==> src/design/comd_pkg.sv <==
/*
 * Constants and carrier types for the opcode map decoder.
 * Assumes a single core clock domain; no file here holds logic.
 */
package comd_pkg;

	// Instruction field positions
	localparam int OP_HI = 31;
	localparam int OP_LO = 26;
	localparam int SRCA_HI = 25;
	localparam int SRCA_LO = 21;
	localparam int SRCB_HI = 20;
	localparam int SRCB_LO = 16;
	localparam int DST_HI = 15;
	localparam int DST_LO = 11;
	localparam int FN_HI = 5;
	localparam int FN_LO = 0;
	localparam int IMM_W = 16;
	localparam int DATA_W = 64;

	// Primary map entries used by this block
	localparam logic [5:0] OP_REGFMT = 6'h00;
	localparam logic [5:0] OP_REG_IMM = 6'h01;
	localparam logic [5:0] OP_XOR_IMM = 6'h0e;
	localparam logic [5:0] OP_SYSCOP = 6'h10;
	localparam logic [5:0] OP_FLTCOP = 6'h11;

	// Function map entries
	localparam logic [5:0] FN_XOR = 6'h26;
	localparam logic [5:0] FN_SA_READ = 6'h28;

	// Register-immediate map entries (src_reg_b field)
	localparam logic [4:0] RI_SA_BYTE = 5'h18;
	localparam logic [4:0] RI_SA_HALF = 5'h19;

	// Reserved / unsupported bit maps, one bit per code (6-bit primary and function, 5-bit register-immediate)
	localparam logic [63:0] PRI_RSVD = 64'hd844_0000_0000_0000;
	localparam logic [63:0] FN_RSVD = 64'h8000_0000_0000_0000;
	localparam logic [31:0] RI_RSVD = 32'hfcf0_a0f0;
	localparam logic [63:0] FN_VALID = 64'hffff_ffff_ffff_ffff;

	// Accumulator halves
	localparam int ACC_W = 128;
	localparam int HALF_W = 64;

	// Operation classes handed to execution
	typedef enum logic [2:0]
	{
		COMD_OP_NONE = 3'h0,
		COMD_OP_XOR = 3'h1,
		COMD_OP_XOR_IMM = 3'h3,
		COMD_OP_EXT = 3'h2,
		COMD_OP_COP = 3'h6,
		COMD_OP_OTHER = 3'h7
	} comd_op_t;

	// Decoded result carried to the pipeline
	typedef struct packed
	{
		logic valid;
		comd_op_t op;
		logic [4:0] dest;
		logic [DATA_W-1:0] result;
		logic we;
		logic exc_rsvd;
		logic exc_cpu;
		logic [1:0] cop_num;
	} comd_res_t;

endpackage : comd_pkg

==> src/design/comd_decoder.sv <==
/*
 * Opcode map decoder: primary, function and register-immediate maps,
 * exclusive-OR execution, exception flags and the result register pair.
 * Assumes a fetch stage on the same clock and register operands read
 * in the same cycle as the instruction word.
 */
`timescale 1ns/1ps

// Summary of operation
// - Register XOR of full 64 bits, no exception
// - Immediate XOR zero-extends, writes second field
// - Primary opcode rows bits 31..29, columns 28..26
// - Register-format class decodes function bits 5..0
// - Register-immediate class decodes bits 20..16
// - Reserved map entries raise reserved instruction
// - Unsupported multiply/divide, linked, coproc2 raise reserved
// - Register-format and register-immediate classes decode their designated extra field
// - Coprocessor opcodes check access, else unusable
// - System coprocessor class needs coprocessor 0 access
// - Float coprocessor class needs coprocessor 1 access
// - Shift-amount move and loads go to extension
// - 128-bit high/low result registers, half or full
// - Second-pipeline results map to bits 127..64
module comd_decoder
	import comd_pkg::*;
(
	// Clock and reset
	input wire logic clk_sys_i,
	input wire logic rst_n_i,
	// Fetch side
	input wire logic instr_valid_i,
	input wire logic [31:0] instr_i,
	input wire logic [DATA_W-1:0] src_reg_a_i,
	input wire logic [DATA_W-1:0] src_reg_b_i,
	// Processor state
	input wire logic sys_cop_usable_i,
	input wire logic flt_cop_usable_i,
	// Result register writes
	input wire logic hi_lo_we_i,
	input wire logic hi_up_we_i,
	input wire logic lo_lo_we_i,
	input wire logic lo_up_we_i,
	input wire logic [HALF_W-1:0] hi_wdata_i,
	input wire logic [HALF_W-1:0] lo_wdata_i,
	// Pipeline side
	output comd_res_t res_o,
	output logic ext_route_o,
	output logic [ACC_W-1:0] high_result_o,
	output logic [ACC_W-1:0] low_result_o
);

	// Field extraction
	wire logic [5:0] opcode = instr_i[OP_HI:OP_LO];
	wire logic [2:0] op_row = instr_i[OP_HI:OP_HI-2];
	wire logic [2:0] op_col = instr_i[OP_HI-3:OP_LO];
	wire logic [5:0] fn_code = instr_i[FN_HI:FN_LO];
	wire logic [2:0] fn_row = fn_code[5:3];
	wire logic [2:0] fn_col = fn_code[2:0];
	wire logic [4:0] ri_code = instr_i[SRCB_HI:SRCB_LO];
	wire logic [4:0] fld_b = instr_i[SRCB_HI:SRCB_LO];
	wire logic [4:0] fld_d = instr_i[DST_HI:DST_LO];
	wire logic [IMM_W-1:0] imm = instr_i[IMM_W-1:0];

	// Class selection; register-format and register-immediate opcodes defer to their own field
	wire logic is_regfmt = (opcode == OP_REGFMT);
	wire logic is_reg_imm = (opcode == OP_REG_IMM);
	wire logic is_xor_imm = ({op_row, op_col} == OP_XOR_IMM);
	wire logic is_syscop = (opcode == OP_SYSCOP);
	wire logic is_fltcop = (opcode == OP_FLTCOP);
	wire logic is_xor = is_regfmt && ({fn_row, fn_col} == FN_XOR);

	// Reserved lookups; primary table also covers unsupported opcodes
	wire logic pri_rsvd = PRI_RSVD[opcode];
	wire logic fn_rsvd = is_regfmt && FN_RSVD[fn_code];
	wire logic ri_rsvd = is_reg_imm && RI_RSVD[ri_code];
	wire logic any_rsvd = pri_rsvd || fn_rsvd || ri_rsvd;

	// Coprocessor access checks
	wire logic cop_deny = (is_syscop && !sys_cop_usable_i)
		|| (is_fltcop && !flt_cop_usable_i);

	// Extension encodings routed out of the base datapath
	wire logic is_ext = (is_regfmt && fn_code == FN_SA_READ)
		|| (is_reg_imm && (ri_code == RI_SA_BYTE || ri_code == RI_SA_HALF));

	// Exclusive-OR datapaths
	wire logic [DATA_W-1:0] xor_reg = src_reg_a_i ^ src_reg_b_i;
	wire logic [DATA_W-1:0] xor_imm = src_reg_a_i ^ {{(DATA_W-IMM_W){1'b0}}, imm};

	comd_res_t res_d;
	comd_res_t res_q;
	logic ext_q;

	// Combine decode into the result record
	always_comb
	begin
		res_d = '0;
		res_d.valid = instr_valid_i;
		res_d.op = COMD_OP_OTHER;
		if (instr_valid_i)
		begin
			if (any_rsvd)
				res_d.exc_rsvd = 1'b1;
			else if (cop_deny)
			begin
				res_d.exc_cpu = 1'b1;
				res_d.op = COMD_OP_COP;
				res_d.cop_num = {1'b0, is_fltcop};
			end
			else if (is_xor)
			begin
				res_d.op = COMD_OP_XOR;
				res_d.dest = fld_d;
				res_d.result = xor_reg;
				res_d.we = 1'b1;
			end
			else if (is_xor_imm)
			begin
				res_d.op = COMD_OP_XOR_IMM;
				res_d.dest = fld_b;
				res_d.result = xor_imm;
				res_d.we = 1'b1;
			end
			else if (is_ext)
				res_d.op = COMD_OP_EXT;
			else if (is_syscop || is_fltcop)
			begin
				res_d.op = COMD_OP_COP;
				res_d.cop_num = {1'b0, is_fltcop};
			end
		end
		else
			res_d.op = COMD_OP_NONE;
	end

	// One register stage so every output comes from a flip-flop
	always_ff @(posedge clk_sys_i or negedge rst_n_i)
	begin
		if (!rst_n_i)
		begin
			res_q <= '0;
			ext_q <= 1'b0;
		end
		else
		begin
			res_q <= res_d;
			ext_q <= instr_valid_i && is_ext && !any_rsvd;
		end
	end

	assign res_o = res_q;
	assign ext_route_o = ext_q;

	// Result register pair
	comd_accum u_accum
	(
		.clk_sys_i(clk_sys_i),
		.rst_n_i(rst_n_i),
		.hi_lo_we_i(hi_lo_we_i),
		.hi_up_we_i(hi_up_we_i),
		.lo_lo_we_i(lo_lo_we_i),
		.lo_up_we_i(lo_up_we_i),
		.hi_wdata_i(hi_wdata_i),
		.lo_wdata_i(lo_wdata_i),
		.high_result_o(high_result_o),
		.low_result_o(low_result_o)
	);

	// Checks
	AST_XOR_RESULT: assert property (@(posedge clk_sys_i) disable iff (!rst_n_i)
		(instr_valid_i && is_xor) |=> (res_q.result == ($past(src_reg_a_i) ^ $past(src_reg_b_i))
			&& !res_q.exc_rsvd && !res_q.exc_cpu && res_q.we))
		else $error("register xor result wrong");
	AST_XOR_IMM_RESULT: assert property (@(posedge clk_sys_i) disable iff (!rst_n_i)
		(instr_valid_i && opcode == 6'h0e) |=> (res_q.op == COMD_OP_XOR_IMM
			&& res_q.result[63:16] == $past(src_reg_a_i[63:16])
			&& res_q.result[15:0] == ($past(src_reg_a_i[15:0]) ^ $past(instr_i[15:0]))
			&& res_q.dest == $past(instr_i[20:16])))
		else $error("immediate xor wrong");
	AST_XOR_FN: assert property (@(posedge clk_sys_i) disable iff (!rst_n_i)
		(instr_valid_i && instr_i[31:26] == 6'h00 && instr_i[5:0] == 6'h26)
			|=> res_q.op == COMD_OP_XOR)
		else $error("xor function code not decoded");
	AST_RI_RSVD: assert property (@(posedge clk_sys_i) disable iff (!rst_n_i)
		(instr_valid_i && is_reg_imm && instr_i[20:19] == 2'b11 && instr_i[18:17] != 2'b00)
			|=> res_q.exc_rsvd)
		else $error("register-immediate reserved row missed");
	AST_UNSUP_OP: assert property (@(posedge clk_sys_i) disable iff (!rst_n_i)
		(instr_valid_i && (opcode == 6'h3c || opcode == 6'h3e || opcode == 6'h32))
			|=> res_q.exc_rsvd)
		else $error("unsupported opcode not refused");
	AST_SYS_COP: assert property (@(posedge clk_sys_i) disable iff (!rst_n_i)
		(instr_valid_i && opcode == 6'h10) |=> (res_q.exc_cpu == !$past(sys_cop_usable_i)))
		else $error("system coprocessor access check wrong");
	AST_FLT_COP: assert property (@(posedge clk_sys_i) disable iff (!rst_n_i)
		(instr_valid_i && opcode == 6'h11) |=> (res_q.exc_cpu == !$past(flt_cop_usable_i)
			&& res_q.cop_num == 2'h1))
		else $error("float coprocessor access check wrong");
	AST_EXT_ROUTE: assert property (@(posedge clk_sys_i) disable iff (!rst_n_i)
		(instr_valid_i && is_reg_imm && (ri_code == RI_SA_BYTE || ri_code == RI_SA_HALF))
			|=> ext_route_o)
		else $error("shift-amount load not routed");
	AST_IDLE: assert property (@(posedge clk_sys_i) disable iff (!rst_n_i)
		!instr_valid_i |=> !res_q.valid && !res_q.we && !res_q.exc_rsvd)
		else $error("idle cycle produced a result");
	// A reserved function code must never reach the register write port
	AST_FN_RSVD: assert property (@(posedge clk_sys_i) disable iff (!rst_n_i)
		(instr_valid_i && opcode == 6'h00 && instr_i[5:0] == 6'h3f) |=> res_q.exc_rsvd && !res_q.we)
		else $error("reserved function code not refused");
	AST_XOR_DEST: assert property (@(posedge clk_sys_i) disable iff (!rst_n_i)
		(instr_valid_i && is_xor) |=> res_q.dest == $past(instr_i[15:11]))
		else $error("register xor destination wrong");
	AST_COP_OK: assert property (@(posedge clk_sys_i) disable iff (!rst_n_i)
		(instr_valid_i && (opcode == 6'h10 || opcode == 6'h11) && sys_cop_usable_i
			&& flt_cop_usable_i) |=> !res_q.exc_cpu && res_q.op == COMD_OP_COP)
		else $error("granted coprocessor refused");

	COV_XOR: cover property (@(posedge clk_sys_i) disable iff (!rst_n_i) res_q.op == COMD_OP_XOR);
	COV_XOR_IMM: cover property (@(posedge clk_sys_i) disable iff (!rst_n_i)
		res_q.op == COMD_OP_XOR_IMM);
	COV_RSVD: cover property (@(posedge clk_sys_i) disable iff (!rst_n_i) res_q.exc_rsvd);
	COV_CPU: cover property (@(posedge clk_sys_i) disable iff (!rst_n_i) res_q.exc_cpu);
	COV_EXT: cover property (@(posedge clk_sys_i) disable iff (!rst_n_i) ext_route_o);

endmodule : comd_decoder

==> src/design/comd_accum.sv <==
/*
 * 128-bit high/low result register pair.
 * Assumes the execution pipeline supplies write strobes per half.
 */
`timescale 1ns/1ps
module comd_accum
	import comd_pkg::*;
(
	// Clock and reset
	input wire logic clk_sys_i,
	input wire logic rst_n_i,
	// Write side
	input wire logic hi_lo_we_i,
	input wire logic hi_up_we_i,
	input wire logic lo_lo_we_i,
	input wire logic lo_up_we_i,
	input wire logic [HALF_W-1:0] hi_wdata_i,
	input wire logic [HALF_W-1:0] lo_wdata_i,
	// Read side
	output logic [ACC_W-1:0] high_result_o,
	output logic [ACC_W-1:0] low_result_o
);

	logic [ACC_W-1:0] hi_q;
	logic [ACC_W-1:0] lo_q;

	// Upper doubleword is the second-pipeline register, lower the default one
	always_ff @(posedge clk_sys_i or negedge rst_n_i)
	begin
		if (!rst_n_i)
		begin
			hi_q <= '0;
			lo_q <= '0;
		end
		else
		begin
			if (hi_lo_we_i) hi_q[HALF_W-1:0] <= hi_wdata_i;
			if (hi_up_we_i) hi_q[ACC_W-1:HALF_W] <= hi_wdata_i;
			if (lo_lo_we_i) lo_q[HALF_W-1:0] <= lo_wdata_i;
			if (lo_up_we_i) lo_q[ACC_W-1:HALF_W] <= lo_wdata_i;
		end
	end

	assign high_result_o = hi_q;
	assign low_result_o = lo_q;

	AST_UPPER_HI: assert property (@(posedge clk_sys_i) disable iff (!rst_n_i)
		hi_up_we_i |=> hi_q[ACC_W-1:HALF_W] == $past(hi_wdata_i))
		else $error("upper high half not written");
	AST_LOWER_LO: assert property (@(posedge clk_sys_i) disable iff (!rst_n_i)
		(lo_lo_we_i && !lo_up_we_i) |=> lo_q[ACC_W-1:HALF_W] == $past(lo_q[ACC_W-1:HALF_W]))
		else $error("lower write disturbed upper low half");

endmodule : comd_accum

==> config.mk <==
export PLATFORM = sky130hd
export DESIGN_NAME = comd_decoder
export DESIGN_NICKNAME = d
export VERILOG_FILES = /design/src/design/comd_pkg.sv /design/src/design/comd_decoder.sv /design/src/design/comd_accum.sv
export SDC_FILE = /design/constraint.sdc
export NUM_CORES = 1
export LEC_CHECK = 0
export BUFFER_PORTS_ARGS = -buffer_cell sky130_fd_sc_hd__buf_2
export CAP_MARGIN = 10
export CORE_AREA = 2 2 244 246
export DETAILED_ROUTE_END_ITERATION = 7
export DIE_AREA = 0 0 246 248
export GPL_TIMING_DRIVEN = 0
export PLACE_DENSITY = 0.54
export SLEW_MARGIN = 25
export SYNTH_ARGS = -nofsm -noshare
export SYNTH_HDL_FRONTEND = slang
export SYNTH_SLANG_ARGS = --single-unit
==> constraint.sdc <==
create_clock -name clk_sys_i -period 1.6 [get_ports clk_sys_i]
set_clock_uncertainty 0.1 [all_clocks]
set_input_delay 0.24 -clock clk_sys_i [delete_from_list [all_inputs] [get_ports clk_sys_i]]
set_output_delay 0.24 -clock clk_sys_i [all_outputs]
set_load 0.02 [all_outputs]
==> impl_results.md, run 1 <==
- Outcome: finished with violations
- Violated checks: negative hold slack
- Final wirelength: 52.7 mm
- Pin count of the biggest net entering global routing: 94
- Async set-or-reset flop fraction in the synthesized netlist: 1.00
- Hold_buf cts: 270
- Vias/cell: 4.34
- Post-synthesis area per instance: 13.9 µm²
- Leading cell types by count after synthesis: 334 x sky130_fd_sc_hd__dfrtp_1, 257 x sky130_fd_sc_hd__mux2_2, 57 x sky130_fd_sc_hd__a21oi_1
- Aggregate global-route resource usage: 0.164
- Max Transition Viols Final: 0
- I/O pins: 632
- Ratio of cells with drive above 1 in the final layout: 0.526
- Post-synth top area cell: sky130_fd_sc_hd__dfrtp_1
- Fmax: 0.625 GHz
- Type of the setup path with the least slack: primary input to flip-flop
- Most frequent cell after synthesis: sky130_fd_sc_hd__dfrtp_1
- Horizontal die dimension: 246 µm
- Setup slack of the most critical reg-to-reg path: 690 ps
- Last weighted congestion value of the routability-driven placer: 0.887
- Total DRC errors in the routed layout: 0
- Die outline area: 61000 µm²
- Critical path fanouts, max: 8
- Wire length of the first global-routing pass: 75.3 mm
- CP Data Arrival Time: 1950 ps
- Standard cell with the maximum stage delay on the critical path: sky130_fd_sc_hd__or3_4
- Classification of the worst-slack hold path: primary input to async pin
- Total power: 22.7 mW
- Power share of the sequential group: 0.416
- Part of the power in combinational logic: 0.181
- Max_slew headroom: 0.462
- Largest incremental delay on the critical path: 380 ps
- Overall die height: 248 µm
- Fin Hold WS: -464 ps
- Fill cell total of the finished layout: 5676
- Violation count after the first detailed-route iteration: 375
- Number of endpoints with negative hold slack in the final report: 71
- Reg2reg path depth: 1
- Setup TNS: 0 ps
- Max clock buf depth: 3
- Area fraction of the dominant cell type after synthesis: 0.626
- Post-detailed-route count of antenna-violating nets: 0
- Post-Syn Area: 13400 µm²
- Type of element launching the critical path: primary input
- Peak ir drop on the vdd network: 0.757 mV
- Number of sinks on the clock net: 334
- Vias in the first global route: 12.5k
- CORE AREA: 58500 µm²
- Worst path cell trace: buf_6, or3_4, buf_8, nor4_4, buf_6, o21bai_4, buf_6, buf_4, nor3b_1
- Delay-heaviest family, CP: simple AND/OR/NAND/NOR gates
- Root Buffer: sky130_fd_sc_hd__clkbuf_16
- Cts bufs inserted: 38
- TritonRoute pass-1 iters: 5
- Reg clk slew, reported paths: 60 ps
- Remaining global-route overflow: 0
- Vias after detailed routing: 11.8k
- CTS tree: yes
- Number of antenna violations at the first check in global routing: 11
- Unique masters post-synth: 43
- Start of the worst register-to-register path: u_accum.low_result_o[91]
- Lkg Pwr: 10.4 nW
- Most instantiated flip-flop cell in the synthesis netlist: sky130_fd_sc_hd__dfrtp_1
- Terminus of the critical flop-to-flop path: u_accum.low_result_o[91]
- Estimated wirelength of the detail-placed design: 39.7 mm
- Clock insertion delay at the later pin of the skew report: 540 ps
- Number of rows created at floorplan: 89
- Register area share after synthesis: 0.626
- Slew at the pin closest to its max-slew limit: 807 ps
- Buffer and inverter count on the worst path: 5
- CP required: 1950 ps
- Routed wire length per instance: 19.4 µm
- Synth area leaders: sky130_fd_sc_hd__dfrtp_1 63%, sky130_fd_sc_hd__mux2_2 22%, sky130_fd_sc_hd__nand3b_1 2.7%
- Port Buffers: 620
- Maxcap violations: 0
- Min Clock Period, post-route: 1600 ps
- Total setup violations reported at the end of the flow: 0
- Net switching component of the power: 6.18 mW
- Count of warnings emitted by yosys: 0
- Unrepaired setup endpoints after global routing: true
- Initial core utilization: 0.228
- Cell Int Power: 16.5 mW
- Post-route clock period utilization: 0.999
- Number of flops mapped to enable cells by yosys: 0
- Htree depth: 2
- Net count after synthesis: 1258
- Net switching share of the total power: 0.272
- Clock power frac: 0.403
- Total Nets Final: 2203
- Area grow syn2layout: 64.6%
- Endpoint class of the critical path: flip-flop
- Cell count after synthesis: 961
- Dominant cell type by count on the critical path: sky130_fd_sc_hd__buf_6
- Power Density: 1030 nW/µm²
- Register bit count reported by yosys: 334
-- registers in the layout (all words and copies together), names as in the netlist --
signal                 count
u_accum.high_result_o    128
res_o                     77
ext_route_o                1
u_accum.low_result_o     128
-- routing by layer --
metal,share of wire,GRT usage,vias up
met5,0,0,-
met4,0.048,0.0816,0
met3,0.081,0.0483,119
met2,0.51,0.297,560
met1,0.36,0.172,5773
li1,-,-,5316
-- worst max path at each step --
stage,start,to,depth (start not counted)
floorplan,instr_i[28],res_o[49],7
global placement,rst_n_i,u_accum.low_result_o[53],1
detailed placement,instr_i[0],res_o[18],6
CTS,instr_i[4],res_o[50],9
global route,instr_i[30],res_o[17],6
finish,instr_i[27],res_o[20],9
-- layout by cell type (no fill, tap or decap), types with 8 or more instances in the layout --
cell and n:
sky130_fd_sc_hd__clkbuf_2 8, sky130_fd_sc_hd__clkbuf_8 14, sky130_fd_sc_hd__mux2_2 257, sky130_fd_sc_hd__dlygate4sd3_1 270, sky130_fd_sc_hd__inv_1 56, sky130_fd_sc_hd__o21ai_0 46
sky130_fd_sc_hd__buf_4 17, sky130_fd_sc_hd__buf_2 614, sky130_fd_sc_hd__buf_6 8, sky130_fd_sc_hd__nor2_1 14, sky130_fd_sc_hd__clkbuf_16 41, sky130_fd_sc_hd__nor3_1 8
sky130_fd_sc_hd__nand3b_1 48, sky130_fd_sc_hd__clkbuf_1 37, sky130_fd_sc_hd__a21oi_1 45, sky130_fd_sc_hd__dfrtp_1 334, sky130_fd_sc_hd__a21oi_2 11
-- final cells by class --
class                      count  area (µm²)  area share
clock buffer                  61        1180      0.0536
antenna                        2        5.00    0.000228
tap                          773         967      0.0440
sequential                   334        8360       0.380
multi-input combinational    516        4700       0.214
clock inverter                 8         138     0.00626
timing repair buffer         906        6070       0.276
inverter                      56         210     0.00956
buffer                        54         364      0.0166
-- through the flow --
| stage | instances | area [µm²] | hold WS [ps] | worst slack [ps] | util |
|---|---|---|---|---|---|
| floorplan | 961 | 13500 | -156 | -185 | - |
| global placement | 2354 | 17600 | 370 | -6270 | 0.300 |
| detailed placement | 2357 | 17700 | 138 | -1240 | 0.302 |
| CTS | 2705 | 21900 | -463 | -20.1 | 0.374 |
| global route | 2710 | 22000 | -457 | -44.5 | 0.376 |
| finish | 2710 | 22000 | -464 | 0.957 | 0.376 |
-- cells by family (layout without fill, tap and decap cells) --
logic type      count (synthesis)  in the layout  synth area share
flops                         334            334             0.626
mux                           258            258             0.217
compound gates                137            137            0.0602
simple gates                  116            116            0.0598
buf+inv                       111           1085            0.0340
xor+xnor                        4              4           0.00262
other cells                     1              3          0.000281
-- power by group through the flow --
| stage | clock network [mW] | registers [mW] | logic (mW) |
|---|---|---|---|
| 5_1_grt | 9.78 | 9.52 | 4.39 |
| 6_report | 9.14 | 9.44 | 4.12 |
| 3_3_place_gp | 0 | 9.56 | 3.50 |
| 2_1_floorplan | 0 | 10.4 | 0.956 |
| 4_1_cts | 9.41 | 9.44 | 4.15 |
| 3_5_place_dp | 0 | 9.59 | 3.57 |
-- repair_timing --
action / in CTS / in global routing
cloned: 0 / 2
setup buffers: 10 / 2
hold endpoints to repair: 398 / 66
pin swaps: 6 / 6
endpoints found under the setup margin: 74 / 60
resized for setup: 31 / 24
(Power assumes the default switching activity.)
==> inputs of run 2 (changes only) <==
- BUFFER_PORTS_ARGS: -buffer_cell sky130_fd_sc_hd__buf_2 -> not set
- CORE_AREA: 2 2 244 246 -> 2 2 243 245
- DIE_AREA: 0 0 246 248 -> 0 0 245 247
- DONT_BUFFER_PORTS: not set -> 1
- PLACE_DENSITY: 0.54 -> 0.45
==> run 2 against run 1 <==
- the run ends with negative hold slack, max-slew violations, negative setup slack left
- hold slack lost 240 ps
- routed wire length is 9.3% lower
- flip-flop and latch count stayed put
- total power fell by 6.4%
- via count is 19% lower
- cell count down 22%
- combinational power down 55%
- critical endpoint is now res_o[18]
- largest cell class unchanged
==> impl_results.md, run 2 (synthesis gave the netlist of run 1 again) <==
- Outcome: finished with violations
- Violated checks: negative hold slack, max-slew violations, negative setup slack
- Overall die height: 247 µm (-0.40%)
- Total power: 21.2 mW (-6.4%)
- Net switching component of the power: 5.64 mW (-8.7%)
- Post-route clock period utilization: 1.04 (+0.0441)
- Vias in the first global route: 10.1k (-19%)
- Part of the power in combinational logic: 0.088 (-0.093)
- Post-route worst setup slack: -69.6 ps (-70.6 ps)
- Clock power frac: 0.417 (+0.014)
- Total DRC errors in the routed layout: 0 (unchanged)
- Max_slew headroom: -0.201 (-0.663)
- Type of element launching the critical path: primary input
- Number of placed cells counting well taps: 1734 (-26%)
- Final standard cell count with taps included and fillers excluded: 2110 (-22%)
- Root Buffer: sky130_fd_sc_hd__clkbuf_16
- Peak ir drop on the vdd network: 0.992 mV (+31%)
- Terminus of the critical flop-to-flop path: u_accum.high_result_o[75]
- Net switching share of the total power: 0.265 (-0.00665)
- Dominant cell type by count on the critical path: sky130_fd_sc_hd__clkbuf_4
- CTS tree: yes
- Fin Hold WS: -704 ps (-240 ps)
- Start of the worst register-to-register path: u_accum.high_result_o[75]
- CP required: 1900 ps (-50 ps)
- Routed wire length per instance: 22.6 µm (+17%)
- TritonRoute pass-1 iters: 5 (unchanged)
- Port Buffers: 0 (-100%)
- Fmax: 0.599 GHz (-4.2%)
- Number of sinks on the clock net: 334 (unchanged)
- Final wirelength: 47.8 mm (-9.3%)
- Total Nets Final: 1597 (-28%)
- Post-detailed-route count of antenna-violating nets: 0 (unchanged)
- Setup slack of the most critical reg-to-reg path: 530 ps (-160 ps)
- Worst path cell trace: nor4bb_1, clkbuf_4, nand3_4, clkbuf_4, o221a_2, nor3_1
- CP Data Arrival Time: 1970 ps (+20 ps)
- Reg clk slew, reported paths: 60 ps (about the same)
- Max clock buf depth: 3 (unchanged)
- Vias/cell: 4.49 (+3.5%)
- Horizontal die dimension: 245 µm (-0.41%)
- Estimated wirelength of the detail-placed design: 35.0 mm (-12%)
- Remaining global-route overflow: 0 (unchanged)
- Standard cell with the maximum stage delay on the critical path: sky130_fd_sc_hd__nor4bb_1
- Violation count after the first detailed-route iteration: 324 (-14%)
- Min Clock Period, post-route: 1670 ps (+70.6 ps)
- Cts bufs inserted: 38 (unchanged)
- Htree depth: 2 (unchanged)
- Pin count of the biggest net entering global routing: 335 (+260%)
- Total setup violations reported at the end of the flow: 3 (+3)
- Ratio of cells with drive above 1 in the final layout: 0.286 (-0.239)
- Aggregate global-route resource usage: 0.148 (-0.0154)
- I/O pins: 632 (unchanged)
- Cell area after layout: 18800 µm² (-15%)
- Critical path fanouts, max: 10 (+2)
- Largest incremental delay on the critical path: 390 ps (about the same)
- Startpoint of the most critical setup path: instr_i[30]
- Wire length of the first global-routing pass: 66.9 mm (-11%)
- Number of antenna violations at the first check in global routing: 13 (+2)
- Max Transition Viols Final: 135 (+135)
- Cell Int Power: 15.6 mW (-5.6%)
- Area grow syn2layout: 40.7%
- Die outline area: 60500 µm² (-0.81%)
- Most frequent standard cell in the layout excluding fill and tap cells: sky130_fd_sc_hd__dfrtp_1
- Unrepaired setup endpoints after global routing: true
- Lkg Pwr: 7.82 nW (-25%)
- Clock insertion delay at the later pin of the skew report: 540 ps (about the same)
- Power Density: 1130 nW/µm² (+9.5%)
- Maxcap violations: 0 (unchanged)
- Number of rows created at floorplan: 89 (unchanged)
- Area after DPL: 14500 µm² (-18%)
- Vias after detailed routing: 9484 (-19%)
- Reg2reg path depth: 1 (unchanged)
- Number of endpoints with negative hold slack in the final report: 334 (+370%)
- Endpoint class of the critical path: flip-flop
- Classification of the worst-slack hold path: primary input to async pin
- Highest-count cells in the layout ignoring fill and taps: 334 x sky130_fd_sc_hd__dfrtp_1, 291 x sky130_fd_sc_hd__dlygate4sd3_1, 257 x sky130_fd_sc_hd__mux2_2, 56 x sky130_fd_sc_hd__inv_1, 49 x sky130_fd_sc_hd__a21oi_1
- Slew at the pin closest to its max-slew limit: 1800 ps (+995 ps)
- Type of the setup path with the least slack: primary input to flip-flop
- Power share of the sequential group: 0.496 (+0.080)
- CORE AREA: 58200 µm² (-0.38%)
- Last weighted congestion value of the routability-driven placer: 0.834 (-6.0%)
- Initial core utilization: 0.229 (+0.000874)
[run 2: changes by cell type in the layout (fill, tap and decap cells not counted), sizes merged]
cell and change:
inv +1, buf -627, bufinv -2, diode +7, dlymetal6s4s +1, clkinv -1
dlygate4sd3 +21
[run 2: power groups by stage]
stage | sequential, mW | clock (mW) | combinational (mW)
finish | 10.5 | 8.85 | 1.86
global route | 10.6 | 9.48 | 2.00
CTS | 10.5 | 9.13 | 1.85
detailed placement | 10.7 | 0 | 1.16
global placement | 10.7 | 0 | 1.12
floorplan | 10.4 | 0 | 0.956
[run 2: worst max-delay path by stage]
stage	endpoint	cells after the start
CTS	res_o[18]	6
global placement	u_accum.high_result_o[11]	3
global route	res_o[18]	6
detailed placement	res_o[18]	6
finish	res_o[18]	6
floorplan	res_o[49]	7
[run 2: what timing repair did]
| item | 4_1_cts | 5_1_grt |
|---|---|---|
| setup buffers | 2 | 5 |
| hold buffers | 289 | 3 |
| endpoints found under the setup margin | 52 | 15 |
| resized for setup | 6 | 8 |
| pin swaps | 1 | 1 |
| endpoints found under the hold margin | 667 | 337 |
[run 2: worst max-delay path: cells and delay by family]
kind,cells,cell delay (ps)
and+or+nand+nor,3,870
buffers and inverters,2,600
AOI/OAI and AO/OA,1,260
[run 2: stage by stage]
| step | setup slack (ps) | hold WS [ps] | utilization | setup TNS, ps |
|---|---|---|---|---|
| after floorplan | -185 | -156 | - | -8900 |
| after global placement | -1160 | -146 | 0.248 | -188160 |
| after detailed placement | -968 | -147 | 0.248 | -127790 |
| after CTS | 0.350 | -742 | 0.321 | 0 |
| after global routing | -7.86 | -741 | 0.323 | -12.9 |
| final | -69.6 | -704 | 0.323 | -80.8 |
[run 2: layout make-up]
| class | count | area (µm²) |
|---|---|---|
| antenna | 9 | 22.5 |
| buffer | 55 | 334 |
| clock buffer | 62 | 1210 |
| clock inverter | 6 | 58.8 |
| fill | 5691 | 39500 |
| inverter | 56 | 210 |
| multi-input combinational | 516 | 4650 |
| sequential | 334 | 8360 |
| tap | 773 | 967 |
| timing repair buffer | 299 | 2980 |
[run 2: layer usage]
| layer | share of wire | global-route usage | up-vias |
|---|---|---|---|
| li1 | - | - | 4099 |
| met3 | 0.11 | 0.0667 | 110 |
| met4 | 0.049 | 0.0777 | 4 |
| met2 | 0.51 | 0.270 | 525 |
| met5 | 0.00038 | 0 | - |
| met1 | 0.33 | 0.139 | 4746 |
